===== config.mk =====
export PLATFORM = sky130hd
export DESIGN_NAME = fhb_host_if
export DESIGN_NICKNAME = d
export VERILOG_FILES = /design/src/hw/fhb_pkg.sv /design/src/hw/fhb_host_if.sv
export SDC_FILE = /design/constraint.sdc
export NUM_CORES = 1
export LEC_CHECK = 0
export ABC_AREA = 1
export BUFFER_PORTS_ARGS = -buffer_cell sky130_fd_sc_hd__buf_2
export CORE_ASPECT_RATIO = 1.5
export CORE_UTILIZATION = 60
export CTS_BUF_LIST = sky130_fd_sc_hd__clkbuf_16
export CTS_CLUSTER_SIZE = 8
export DETAILED_ROUTE_END_ITERATION = 10
export PLACE_DENSITY = 0.84
export SLEW_MARGIN = 20
export SYNTH_ARGS = -nofsm -noshare
export SYNTH_HDL_FRONTEND = slang
export SYNTH_SLANG_ARGS = --single-unit

===== constraint.sdc =====
create_clock -name core_clk -period 8.68 [get_ports core_clk]
set_input_delay 0.434 -clock core_clk [delete_from_list [all_inputs] [get_ports core_clk]]
set_output_delay 0.434 -clock core_clk [all_outputs]
set_load 0.01 [all_outputs]

===== src/hw/fhb_pkg.sv =====
// Constants and carrier types for the floppy host bus interface.
// Assumes a single core clock; every host and controller pin is asynchronous to it.
//
// Summary of operation
// RULE1 - Decode address bits 2..12 at sync start.
// RULE2 - Address bit 1 selects status or buffer.
// RULE3 - Buffer is 8-bit loadable, readable shift register.
// RULE4 - Buffer write loads data bits 0..7.
// RULE5 - Send shifts MSB first plus parity bit.
// RULE6 - Receive shifts serial bits into buffer.
// RULE7 - Buffer read drives bits 0..7 onto bus.
// RULE8 - Status word implements only ten bit positions.
// RULE9 - Status read: error 15, request 7, enable 6, done 5.
// RULE10 - Go write loads command byte, then sends it.
// RULE11 - Go clear write sends no command.
// RULE12 - Every status write updates interrupt enable bit 6.
// RULE13 - Request, done, error come from controller handshakes.
// RULE14 - Enable and done rising raise interrupt request.
// RULE15 - Acknowledge with data-in gets the strap vector.
// RULE16 - Status write with bit 14 pulses drive init.
// RULE17 - Init pulse lasts only for that write cycle.
// RULE18 - Count eight sent bits, then append parity.
// RULE19 - Run with done is command, else data.
// RULE20 - Controller drives direction high for controller-to-interface.
// RULE21 - Unused and write-only status bits read zero.
// RULE22 - Reply only after data latched or driven.

package fhb_pkg;

  // ****************************************************************
  // Register fields and address decode
  // ****************************************************************
  localparam int ADDR_LO     = 2;
  localparam int ADDR_HI     = 12;
  localparam int REG_SEL_BIT = 1;
  localparam int CSR_GO      = 0;
  localparam int CSR_FUNC_LO = 1;
  localparam int CSR_FUNC_HI = 3;
  localparam int CSR_DONE    = 5;
  localparam int CSR_IE      = 6;
  localparam int CSR_XFER    = 7;
  localparam int CSR_INIT    = 14;
  localparam int CSR_ERR     = 15;
  localparam int VEC_LO      = 2;
  localparam int VEC_HI      = 8;

  // ****************************************************************
  // Reset values and serial framing
  // ****************************************************************
  localparam logic [7:0]  BUF_RESET  = 8'h00;
  localparam logic        IE_RESET   = 1'b0;
  localparam logic [15:0] DAL_RESET  = 16'h0000;
  localparam logic [3:0]  DATA_BITS  = 4'h8;
  localparam logic [3:0]  FRAME_END  = 4'h9;
  localparam logic        PARITY_ODD = 1'b1;

  // ****************************************************************
  // Carrier types
  // ****************************************************************
  typedef struct packed {
    logic [15:0] dal;
    logic        sync;
    logic        din;
    logic        dout;
    logic        iak;
  } fhb_host_in_t;

  typedef struct packed {
    logic line;
    logic shift;
    logic xferReq;
    logic done;
    logic error;
    logic dir;
  } fhb_ctl_in_t;

  typedef struct packed {
    logic [ADDR_HI:ADDR_LO] addr;
    logic [VEC_HI:VEC_LO]   vector;
  } fhb_strap_t;

  typedef struct packed {
    fhb_host_in_t host;
    fhb_ctl_in_t  ctl;
    fhb_strap_t   strap;
  } fhb_pins_t;

  typedef enum logic [1:0] {
    BUS_IDLE,
    BUS_MATCH,
    BUS_REPLY
  } fhb_bus_st_t;

  typedef struct packed {
    fhb_pins_t   sync1;
    fhb_pins_t   sync2;
    logic        prevSync;
    logic        prevShift;
    logic        prevDone;
    fhb_bus_st_t bus;
    logic        regSel;
    logic [7:0]  shiftBuf;
    logic [3:0]  bitCnt;
    logic        parAcc;
    logic        parityErr;
    logic        serOut;
    logic        lineOe_n;
    logic        run;
    logic        irqAllow;
    logic        irqPend;
    logic        initPulse;
    logic [15:0] dalOut;
    logic        dalOe_n;
    logic        reply;
  } fhb_state_t;

endpackage


===== src/hw/fhb_host_if.sv =====
// Programmed-I/O bridge between a multiplexed asynchronous host bus and a
// serial floppy controller link. Assumes all pins are asynchronous to core_clk
// and that the bus and link wires are resolved outside from the enables.

`timescale 1ns/10ps

module fhb_host_if
(
  input  wire logic                 core_clk,
  input  wire logic                 rst_n,
  input  wire fhb_pkg::fhb_host_in_t hostIn,
  input  wire fhb_pkg::fhb_ctl_in_t  ctlIn,
  input  wire fhb_pkg::fhb_strap_t   strapIn,
  output logic [15:0]               busDalOut,
  output logic                      busDalOe_n,
  output logic                      busReply,
  output logic                      busIrq,
  output logic                      rxLineOut,
  output logic                      rxLineOe_n,
  output logic                      ctlRun,
  output logic                      driveInit
);

  // ****************************************************************
  // Reset release
  // ****************************************************************
  logic                 rstMeta_n;
  logic                 rstSync_n;
  fhb_pkg::fhb_state_t  r;
  fhb_pkg::fhb_state_t  n;
  fhb_pkg::fhb_host_in_t host;
  fhb_pkg::fhb_ctl_in_t  ctl;
  fhb_pkg::fhb_strap_t   strap;
  logic                 busy;
  logic                 syncRise;
  logic                 shiftRise;
  logic                 doneRise;
  logic                 addressMatch;
  logic                 ackCycle;
  logic [7:0]           dalLow;

  // Reset is asserted at once but released only after two clean edges.
  always_ff @(posedge core_clk or negedge rst_n)
  begin
    if (!rst_n)
    begin
      rstMeta_n <= 1'b0;
      rstSync_n <= 1'b0;
    end
    else
    begin
      rstMeta_n <= 1'b1;
      rstSync_n <= rstMeta_n;
    end
  end

  // ****************************************************************
  // Synchronised views and derived events
  // ****************************************************************
  // Only the second stage is looked at; the first stage feeds nothing else.
  assign host         = r.sync2.host;
  assign ctl          = r.sync2.ctl;
  assign strap        = r.sync2.strap;
  assign dalLow       = host.dal[7:0];
  assign busy         = !ctl.xferReq && !ctl.done;  // RULE13
  assign syncRise     = host.sync && !r.prevSync;
  assign shiftRise    = ctl.shift && !r.prevShift;
  assign doneRise     = ctl.done && !r.prevDone;
  assign addressMatch = host.dal[fhb_pkg::ADDR_HI:fhb_pkg::ADDR_LO] == strap.addr;  // RULE1
  assign ackCycle     = host.iak && host.din && r.irqPend;

  // ****************************************************************
  // Next-state logic
  // ****************************************************************
  // One pass builds the whole next state; ordering below gives set over clear.
  always_comb
  begin
    n           = r;
    n.sync1     = {hostIn, ctlIn, strapIn};
    n.sync2     = r.sync1;
    n.prevSync  = host.sync;
    n.prevShift = ctl.shift;
    n.prevDone  = ctl.done;

    // The controller taking the run request drops it again.
    if (busy)
    begin
      n.run = 1'b0;
    end

    // Serial engine; the frame counter rests while the link is idle.
    if (!busy)
    begin
      n.bitCnt   = 4'h0;
      n.parAcc   = 1'b0;
      n.lineOe_n = 1'b1;
    end
    else if (!ctl.dir)  // RULE20
    begin
      n.lineOe_n = 1'b0;
      if (shiftRise && r.bitCnt < fhb_pkg::DATA_BITS)
      begin
        n.serOut   = r.shiftBuf[7];  // RULE5
        n.shiftBuf = {r.shiftBuf[6:0], 1'b0};  // RULE3
        n.parAcc   = r.parAcc ^ r.shiftBuf[7];
        n.bitCnt   = r.bitCnt + 4'h1;
      end
      else if (shiftRise && r.bitCnt == fhb_pkg::DATA_BITS)
      begin
        n.serOut = r.parAcc ^ fhb_pkg::PARITY_ODD;  // RULE18
        n.bitCnt = fhb_pkg::FRAME_END;
      end
    end
    else
    begin
      n.lineOe_n = 1'b1;
      if (shiftRise && r.bitCnt < fhb_pkg::DATA_BITS)
      begin
        n.shiftBuf = {r.shiftBuf[6:0], ctl.line};  // RULE6
        n.parAcc   = r.parAcc ^ ctl.line;
        n.bitCnt   = r.bitCnt + 4'h1;
      end
      else if (shiftRise && r.bitCnt == fhb_pkg::DATA_BITS)
      begin
        // A bad parity bit is kept sticky until the next go command.
        if ((r.parAcc ^ fhb_pkg::PARITY_ODD) != ctl.line)
        begin
          n.parityErr = 1'b1;
        end
        n.bitCnt = fhb_pkg::FRAME_END;
      end
    end

    // Host bus slave.
    case (r.bus)
      fhb_pkg::BUS_IDLE:
      begin
        n.reply     = 1'b0;
        n.dalOe_n   = 1'b1;
        n.initPulse = 1'b0;
        if (ackCycle)
        begin
          n.dalOut  = {7'h00, strap.vector, 2'h0};  // RULE15
          n.dalOe_n = 1'b0;
          n.irqPend = 1'b0;
          n.bus     = fhb_pkg::BUS_REPLY;
        end
        else if (syncRise && !host.iak && addressMatch)  // RULE1
        begin
          n.regSel = host.dal[fhb_pkg::REG_SEL_BIT];  // RULE2
          n.bus    = fhb_pkg::BUS_MATCH;
        end
      end
      fhb_pkg::BUS_MATCH:
      begin
        if (!host.sync)
        begin
          n.bus = fhb_pkg::BUS_IDLE;
        end
        else if (host.dout && r.regSel)
        begin
          // Buffer loads are refused while a serial frame is moving.
          if (!busy)
          begin
            n.shiftBuf = dalLow;  // RULE4
            n.bitCnt   = 4'h0;
            n.parAcc   = 1'b0;
            n.run      = ctl.xferReq;  // RULE19
          end
          n.bus = fhb_pkg::BUS_REPLY;
        end
        else if (host.dout)
        begin
          n.irqAllow = host.dal[fhb_pkg::CSR_IE];  // RULE12
          if (!host.dal[fhb_pkg::CSR_IE])
          begin
            n.irqPend = 1'b0;
          end
          if (host.dal[fhb_pkg::CSR_INIT])
          begin
            n.initPulse = 1'b1;  // RULE16
            n.run       = 1'b0;
          end
          // Only a go with the controller idle starts a command frame.
          if (host.dal[fhb_pkg::CSR_GO] && ctl.done && !host.dal[fhb_pkg::CSR_INIT])  // RULE11
          begin
            n.shiftBuf  = dalLow;  // RULE10
            n.bitCnt    = 4'h0;
            n.parAcc    = 1'b0;
            n.parityErr = 1'b0;
            n.run       = 1'b1;  // RULE19
          end
          n.bus = fhb_pkg::BUS_REPLY;
        end
        else if (host.din)
        begin
          n.dalOe_n = 1'b0;
          if (r.regSel)
          begin
            n.dalOut = {8'h00, r.shiftBuf};  // RULE7
            if (ctl.xferReq)
            begin
              n.run = 1'b1;  // RULE19
            end
          end
          else
          begin
            // Ten implemented positions; the rest and write-only bits read zero.
            n.dalOut                   = fhb_pkg::DAL_RESET;  // RULE8 RULE21
            n.dalOut[fhb_pkg::CSR_ERR]  = ctl.error || r.parityErr;  // RULE9
            n.dalOut[fhb_pkg::CSR_XFER] = ctl.xferReq;
            n.dalOut[fhb_pkg::CSR_IE]   = r.irqAllow;
            n.dalOut[fhb_pkg::CSR_DONE] = ctl.done;
          end
          n.bus = fhb_pkg::BUS_REPLY;
        end
      end
      fhb_pkg::BUS_REPLY:
      begin
        // Reply follows one edge after the data was latched or put out.
        n.reply = 1'b1;  // RULE22
        if (!host.din && !host.dout)
        begin
          n.reply     = 1'b0;
          n.dalOe_n   = 1'b1;
          n.initPulse = 1'b0;  // RULE17
          n.bus       = fhb_pkg::BUS_IDLE;
        end
      end
      default:
      begin
        n.bus = fhb_pkg::BUS_IDLE;
      end
    endcase

    // Done rising with interrupts allowed wins over any clear in this cycle.
    if (doneRise && r.irqAllow)
    begin
      n.irqPend = 1'b1;  // RULE14
    end
  end

  // ****************************************************************
  // State register
  // ****************************************************************
  // Every field resets to a constant; straps are only seen after release.
  always_ff @(posedge core_clk or negedge rstSync_n)
  begin
    if (!rstSync_n)
    begin
      r          <= '0;
      r.bus      <= fhb_pkg::BUS_IDLE;
      r.shiftBuf <= fhb_pkg::BUF_RESET;
      r.irqAllow <= fhb_pkg::IE_RESET;
      r.dalOut   <= fhb_pkg::DAL_RESET;
      r.dalOe_n  <= 1'b1;
      r.lineOe_n <= 1'b1;
    end
    else
    begin
      r <= n;
    end
  end

  // Outputs come straight from the state register.
  assign busDalOut  = r.dalOut;
  assign busDalOe_n = r.dalOe_n;
  assign busReply   = r.reply;
  assign busIrq     = r.irqPend;
  assign rxLineOut  = r.serOut;
  assign rxLineOe_n = r.lineOe_n;
  assign ctlRun     = r.run;
  assign driveInit  = r.initPulse;

  // ****************************************************************
  // Checks
  // ****************************************************************
  a_addr_match_enter: assert property (  // RULE1
    @(posedge core_clk) disable iff (!rstSync_n)
    (r.bus == fhb_pkg::BUS_IDLE && syncRise && !host.iak && addressMatch)
      |=> (r.bus == fhb_pkg::BUS_MATCH && r.regSel == $past(host.dal[1])))
    else $error("Matching address did not open a cycle.");

  a_db_write_load: assert property (  // RULE4
    @(posedge core_clk) disable iff (!rstSync_n)
    (r.bus == fhb_pkg::BUS_MATCH && host.sync && host.dout && r.regSel && !busy)
      |=> (r.shiftBuf == $past(dalLow)))
    else $error("Buffer write did not load the data byte.");

  a_csr_read_bits: assert property (  // RULE9
    @(posedge core_clk) disable iff (!rstSync_n)
    (r.bus == fhb_pkg::BUS_MATCH && host.sync && !host.dout && host.din && !r.regSel)
      |=> (!busDalOe_n && busDalOut[7] == $past(ctl.xferReq)
           && busDalOut[6] == $past(r.irqAllow) && busDalOut[5] == $past(ctl.done)
           && busDalOut[4:0] == 5'h00 && busDalOut[14:8] == 7'h00))
    else $error("Status word read shows wrong bits.");

  a_go_low_nosend: assert property (  // RULE11
    @(posedge core_clk) disable iff (!rstSync_n)
    (r.bus == fhb_pkg::BUS_MATCH && host.sync && host.dout && !r.regSel
     && !host.dal[0] && !ctlRun)
      |=> !ctlRun)
    else $error("Status write with go clear started a transfer.");

  a_irq_on_done: assert property (  // RULE14
    @(posedge core_clk) disable iff (!rstSync_n)
    (doneRise && r.irqAllow) |=> busIrq)
    else $error("Done with interrupts allowed raised no request.");

  a_vector_drive: assert property (  // RULE15
    @(posedge core_clk) disable iff (!rstSync_n)
    (r.bus == fhb_pkg::BUS_IDLE && ackCycle)
      |=> (!busDalOe_n && busDalOut[8:2] == $past(strap.vector)) ##1 busReply)
    else $error("Acknowledge did not return the vector.");

  a_init_pulse_on: assert property (  // RULE16
    @(posedge core_clk) disable iff (!rstSync_n)
    (r.bus == fhb_pkg::BUS_MATCH && host.sync && host.dout && !r.regSel && host.dal[14])
      |=> driveInit)
    else $error("Status write with init set gave no pulse.");

  // The pulse must fall with the reply, so a stuck pulse is caught here.
  a_init_pulse_end: assert property (  // RULE17
    @(posedge core_clk) disable iff (!rstSync_n)
    (r.bus == fhb_pkg::BUS_REPLY && !host.din && !host.dout)
      |=> (!driveInit && r.bus == fhb_pkg::BUS_IDLE))
    else $error("Init pulse outlived the write cycle.");

  a_go_starts_run: assert property (  // RULE10
    @(posedge core_clk) disable iff (!rstSync_n)
    (r.bus == fhb_pkg::BUS_MATCH && host.sync && host.dout && !r.regSel
     && host.dal[0] && !host.dal[14] && ctl.done)
      |=> ctlRun)
    else $error("Go write with the controller idle raised no run.");

  a_parity_ninth: assert property (  // RULE18
    @(posedge core_clk) disable iff (!rstSync_n)
    (busy && shiftRise && !ctl.dir && r.bitCnt == fhb_pkg::DATA_BITS)
      |=> (rxLineOut == ($past(r.parAcc) ^ fhb_pkg::PARITY_ODD)
           && r.bitCnt == fhb_pkg::FRAME_END))
    else $error("Parity bit not sent after eight data bits.");

  a_reply_after_data: assert property (  // RULE22
    @(posedge core_clk) disable iff (!rstSync_n)
    $rose(busReply) |-> ($past(r.bus) == fhb_pkg::BUS_REPLY && $past(host.din || host.dout)))
    else $error("Reply came before data was handled.");

endmodule


==> results by group, run 1 <==
Clock tree
  • Clk_lat worst skew: 0.40 ns
  • CTS tree: done
  • Post-CTS Hold Buffers: 1
  • Post CTS Setup Buffer Count: 0
  • Clk slew on worst S/H paths: around 0.050 ns
  • Clk sink count: 124
  • Root Buffer: clkbuf_16
  • Post-CTS sizing: 0
  • Clk buf depth: 2
  • Max H-tree Level: 4
  • CTS Buf Count: 17

Worst hold path
  • Hold path cells: 1
  • Worst Hold Class: input port to flip-flop
  • Hold path start: hostIn[0]

Global route
  • Global-route wire length before repair: 13000 µm
  • Largest net degree at the start of global routing: 82
  • GRT overflow: 0
  • Number of antenna violations at the first check in global routing: 0
  • Total track usage: 0.234
  • Vias in the first global route: just under 3000

Final layout
  • Commonest non-fill, non-tap cell in the layout: dfrtp_1
  • P&R area growth vs syn: 18.3%
  • Diode count: 0
  • Layout cells sized above 1: 0.216
  • Final #Nets: 516
  • Fillers: 495
  • Commonest non-fill, non-tap cells in the layout: dfrtp_1, nand2_1, buf_2
  • Non-Filler Instances: 573
  • Layout Cell Area excl Fill: roughly 0.0053 mm²

Logic synthesis
  • Post-synthesis sequential area ratio: 0.690
  • Syn Area/Cell: roughly 11 µm²
  • Count of distinct cell types in the synthesized netlist: 35
  • Async set-reset flop share out of synthesis: 1.00
  • Adder-cell share of the synthesized area: 0.0167
  • Synthesized instance count: 396
  • Mux contribution to synthesized area: 0.00445
  • Largest family of logic cells by synthesized area: simple AND/OR/NAND/NOR gates
  • EDFF count, synth: 0
  • Flops & latches, synth: between 100 and 150
  • Synth Area in XOR/XNOR: 0.0117
  • Dominant cells by area after synthesis: dfrtp_1, nand2_1, inv_1, o21ai_0, buf_4
  • Yosys top cell by area: dfrtp_1
  • Post-synthesis compound-gate area fraction: 0.0717
  • Post-Syn Area: about 0.0045 mm²
  • Top_reg_cell synth: dfrtp_1
  • Synth Area in Simple Gates: 0.133
  • YS warnings: 0
  • Top-area cell type share of the netlist area: 0.678

Die
  • Die W: between 70 and 80 µm
  • Floorplan row count: 38
  • Die Y: between 100 and 150 µm
  • Core area: 0.00723 mm²
  • Num ports: 69
  • Initial Util: 0.623
  • Die area: 0.00786 mm²

Setup path
  • Worst-path cell chain: inv_1 -> ha_1 -> nand2_2 -> nor2_1 -> nand2_1 -> nand2_2 -> a21oi_1 -> o21ai_0 -> o21ai_0
  • Crit start category: flip-flop
  • Critical Path Max Stage Delay: between 0.4 and 0.5 ns
  • Delay-heaviest family, CP: simple AND/OR/NAND/NOR gates
  • Slowest cell on crit path: dfrtp_1
  • Crit path arrival time: 2.19 ns
  • Crit-path max FO: 6
  • Levels on crit path: 9
  • Critical R2R Launch: r[40]
  • CP startpoint: r[40]
  • Reg2reg path depth: 9
  • Worst Setup Path Type: flip-flop to flip-flop
  • CP Buf/Inv Count: 1
  • Crit path capture type: flip-flop
  • Critical Path RT: 8.94 ns

Detailed routing
  • Vias after detailed routing: 2885
  • Post-route ant nets: 0
  • Final Routed Wirelength: between 7000 and 8000 µm
  • Pre-antenna DRT Iters: 4
  • Vias per cell: 5.03
  • DR DRC count: 0
  • Iteration-0 DRC Markers: approximately 210
  • Avg WL per Cell: roughly 14 µm

Power and ir drop
  • Worst vdd ir: 0.000183 V
  • LEAKAGE: 2.67 nW
  • Final Total Pwr: between 0.001 and 0.0015 W
  • PwrDens: 240 mW/mm²

Placed design
  • Placed cell count: 544
  • RePlAce Congestion: 0.913
  • Cell area after placement: 0.00482 mm²
  • Final HPWL DP: 5470 µm
  • Port Buffers: 60

Timing
  • Hold_ws: 0.135 ns
  • Final Setup Violations: 0
  • Crit path time final: approximately 1.9 ns
  • Fmax: 0.520 GHz
  • Slew Limit Fails: 0
  • RSZ-0062 raised after global routing: false
  • Hold Fails Final Rpt: 0
  • Setup TNS: 0 ns
  • Max-slew headroom: 0.366
  • Worst clock skew: 0.00871 ns
  • Least-Margin Pin Slew: roughly 0.95 ns
  • Fin crit share: 0.221

Run
  • Maxcap violations: 0

Status
  • Outcome: finished, final reports clean
==> per-stage QoR <==
step	setup WS [ns]	utilization
after global placement	6.83	0.667
after floorplan	4.97	-
final	6.76	0.737
after global routing	6.56	0.737
after detailed placement	6.78	0.667
after CTS	6.76	0.737
==> synth_stat cells (7+ instances only) <==
| library cell | instances |
|---|---|
| dfrtp_1 | 122 |
| nand2_1 | 83 |
| inv_1 | 40 |
| o21ai_0 | 24 |
| nand3_1 | 21 |
| buf_4 | 16 |
| nor2_1 | 15 |
| a21oi_1 | 9 |
| inv_2 | 7 |
==> worst paths after layout <==
kind / end / slack (ns)
worst max-delay path: r[37] / 6.76
worst min-delay path: n[68] / 0.13
worst max register to register: r[37] / 6.76
worst min register to register: n[78] / 0.30
max in group asynchronous: busIrq / 7.03
min in group asynchronous: n[78] / 0.30
==> kinds of logic after synthesis <==
logic type                 after synthesis
and+or+nand+nor                        136
adders and majority gates                6
muxes                                    2
xor gates and xnor gates                 6
DFF                                    124
buffers and inverters                   66
other                                    2
AOI/OAI and AO/OA                       54
==> power breakdown <==
part / total (W) / switching [W] / leakage, nW / internal [W]
combinational: 0.0000559 / 0.0000344 / 0.902 / 0.0000215
sequential: 0.000633 / 0.0000218 / 1.50 / 0.000612
clock: 0.000589 / 0.000213 / 0.269 / 0.000375
total: 0.00128 / 0.000270 / 2.67 / 0.00101
==> worst reg2reg max path, cell delays in order (launching register included) <==
cell and delay [ns]:
dfrtp_1 0.41, inv_1 0.09, ha_1 0.34, nand2_2 0.14
nor2_1 0.22, nand2_1 0.15, nand2_2 0.15, a21oi_1 0.06
o21ai_0 0.08, o21ai_0 0.13
==> layer usage <==
| metal | part of all wire | GRT usage |
|---|---|---|
| met3 | 0.049 | 0.0960 |
| met5 | 0 | 0 |
| met1 | 0.38 | 0.254 |
| met4 | 0.034 | 0.134 |
| met2 | 0.54 | 0.383 |
==> state kept, by name (all words and copies together), names as in the netlist, 6 cells and up <==
register   cells
busDalOut     10
ctl            6
dalLow         8
host          10
n             42
r             39
==> final cells by class <==
| type | instances | area [µm²] | share of cell area |
|---|---|---|---|
| Clock buffer | 17 | 425 | 0.0799 |
| Clock inverter | 11 | 71.3 | 0.0134 |
| Inverter | 48 | 180 | 0.0338 |
| Multi-Input combinational cell | 211 | 1100 | 0.206 |
| Sequential cell | 124 | 3110 | 0.584 |
| Tap cell | 100 | 125 | 0.0235 |
| Timing Repair Buffer | 62 | 318 | 0.0597 |
No activity file was read; power rests on OpenSTA's default activity.
==> inputs of run 2 (changes only) <==
Settings changed: CORE_UTILIZATION 60 to 56, PLACE_DENSITY 0.84 to 0.79.
Clock period 8.68 ns to 1.95 ns, I/O delays scaled along.
==> results by group, run 2 (synthesized netlist as in run 1, its figures left out) <==
Die
  • Die W: 75.2 µm (+3.4%)
  • Num ports: 69 (unchanged)
  • Die Y: 112 µm (+3.4%)
  • Floorplan row count: 39 (+2.6%)
  • Initial Util: 0.584 (-0.0390)
  • Core area: 0.00771 mm² (+6.7%)
  • Die area: 0.00841 mm² (+7.0%)

Timing
  • Slew Limit Fails: 0 (unchanged)
  • Worst clock skew: 0.0126 ns (+0.00388 ns)
  • Fmax: 0.570 GHz (+9.6%)
  • Final Setup Violations: 0 (unchanged)
  • Crit path time final: 1.75 ns (-0.168 ns)
  • Setup TNS: 0 ns (unchanged)
  • Worst setup margin: 0.196 ns (-6.56 ns)
  • RSZ-0062 raised after global routing: false
  • Hold_ws: 0.245 ns (+0.110 ns)
  • Fin crit share: 0.899 (+0.678)
  • Hold Fails Final Rpt: 0 (unchanged)

Clock tree
  • Clk_lat worst skew: 0.42 ns (+0.02 ns)
  • Post CTS Setup Buffer Count: 0 (unchanged)
  • Root Buffer: clkbuf_16
  • Max H-tree Level: 4 (unchanged)
  • CTS tree: done
  • Clk slew on worst S/H paths: 0.06 ns (about the same)
  • Clk buf depth: 2 (unchanged)
  • CTS Buf Count: 17 (unchanged)
  • Clk sink count: 124 (unchanged)

Placed design
  • RePlAce Congestion: 0.886 (-3.0%)
  • Placed cell count: 549 (+0.92%)
  • Port Buffers: 60 (unchanged)
  • Final HPWL DP: 5280 µm (-3.6%)
  • Place WS: 0.144 ns (-6.64 ns)

Global route
  • GRT overflow: 0 (unchanged)
  • Largest net degree at the start of global routing: 57 (-30%)
  • Number of antenna violations at the first check in global routing: 0 (unchanged)
  • Global-route wire length before repair: 14400 µm (+11%)
  • Total track usage: 0.241 (+0.00731)
  • Vias in the first global route: 3262 (+13%)

Final layout
  • Layout cells sized above 1: 0.216 (+0.000416)
  • Commonest non-fill, non-tap cell in the layout: dfrtp_1
  • Final #Nets: 562 (+8.9%)
  • P&R area growth vs syn: 31.0%
  • Commonest non-fill, non-tap cells in the layout: dfrtp_1, nand2_1, buf_2
  • Non-Filler Instances: 625 (+9.1%)
  • Diode count: 0 (unchanged)
  • Max reg flops: 42 (unchanged)

Setup path
  • Critical Path Max Stage Delay: 0.40 ns (about the same)
  • Crit start category: flip-flop
  • Slowest cell on crit path: dfrtp_1
  • Crit-path max FO: 10 (+4)
  • Worst Setup Path Type: flip-flop to flip-flop
  • Critical Path RT: 2.24 ns (-6.70 ns)
  • Crit path arrival time: 2.04 ns (-0.15 ns)
  • Worst-path cell chain: inv_1 -> ha_2 -> nand2_2 -> inv_1 -> nand3_1 -> nand2_2 -> inv_2 -> o21ai_0 -> o22ai_1
  • Crit path capture type: flip-flop

Detailed routing
  • Vias after detailed routing: 3086 (+7.0%)
  • Post-route ant nets: 0 (unchanged)
  • Vias per cell: 4.94 (-1.9%)
  • Pre-antenna DRT Iters: 4 (unchanged)
  • Avg WL per Cell: 14.1 µm (+3.1%)
  • DR DRC count: 0 (unchanged)
  • Iteration-0 DRC Markers: 258 (+22%)
  • Final Routed Wirelength: 8820 µm (+12%)

Status
  • Outcome: finished, final reports clean

Run
  • Maxcap violations: 0 (unchanged)

Worst hold path
  • Worst Hold Class: flip-flop to async pin

Power and ir drop
  • PwrDens: 1050 mW/mm² (+340%)
  • LEAKAGE: 2.89 nW (+8.1%)
  • Worst vdd ir: 0.000905 V (+390%)
[run 2: cell types whose count changed in the layout (fill, tap and decap cells not counted)]
cell and delta:
bufinv_16 +2, inv_1 -5, buf_4 +1, ha_1 -1, clkinvlp_4 +3, buf_12 +2
clkinv_1 +2, ha_2 +1, dlygate4sd3_1 +43, clkinv_2 +1, clkinv_4 +1
[run 2: per-stage QoR]
stage          cell area, µm²  utilization  total power, W
2_1_floorplan            4520            -         0.00299
3_3_place_gp             4870        0.632         0.00309
3_5_place_dp             4870        0.632         0.00311
4_1_cts                  5890        0.764         0.00622
5_1_grt                  5890        0.765         0.00640
6_report                 5890        0.765         0.00619
[run 2: critical path: cells and delay by family, from the launching register on]
family,cells,cell delay [ns]
DFF,1,0.40
and+or+nand+nor,3,0.40
buffers and inverters,3,0.35
adders and majority gates,1,0.28
AOI/OAI and AO/OA,2,0.18
[run 2: timing repair]
action                                  CTS  global route
gates resized for setup                   0             1
endpoints found under the setup margin    0             2
hold buffers                             44             0
hold endpoints to repair                 44             0
[run 2: final timing paths]
check	slack, ns	cells after the start	startpoint	end
setup / recovery	0.20	9	r[40]	r[36]
hold / removal	0.24	0	rstSync_n	n[83]
setup reg to reg	0.20	9	r[40]	r[36]
hold reg to reg	0.24	0	rstSync_n	n[83]
max in group asynchronous	1.03	1	rstSync_n	rxLineOe_n
min in group core_clk	0.32	2	hostIn[16]	n[84]
[run 2: layout make-up]
class | instances | area, µm²
clock inverter | 15 | 156
tap | 102 | 128
clock buffer | 17 | 425
fill | 510 | 1820
timing repair buffer | 108 | 796
multi-input combinational | 211 | 1100
sequential | 124 | 3110
inverter | 48 | 180
[run 2: metal layers]
| metal | track usage | share of wire |
|---|---|---|
| met5 | 0 | 0 |
| met4 | 0.123 | 0.027 |
| met3 | 0.0661 | 0.038 |
| met2 | 0.432 | 0.57 |
| met1 | 0.246 | 0.37 |
[run 2: where the power goes]
group | leakage, nW | internal [W] | switching (W)
Combinational | 1.10 | 0.000159 | 0.000175
Sequential | 1.50 | 0.00272 | 0.0000956
Clock | 0.282 | 0.00198 | 0.00106
Total | 2.89 | 0.00486 | 0.00133
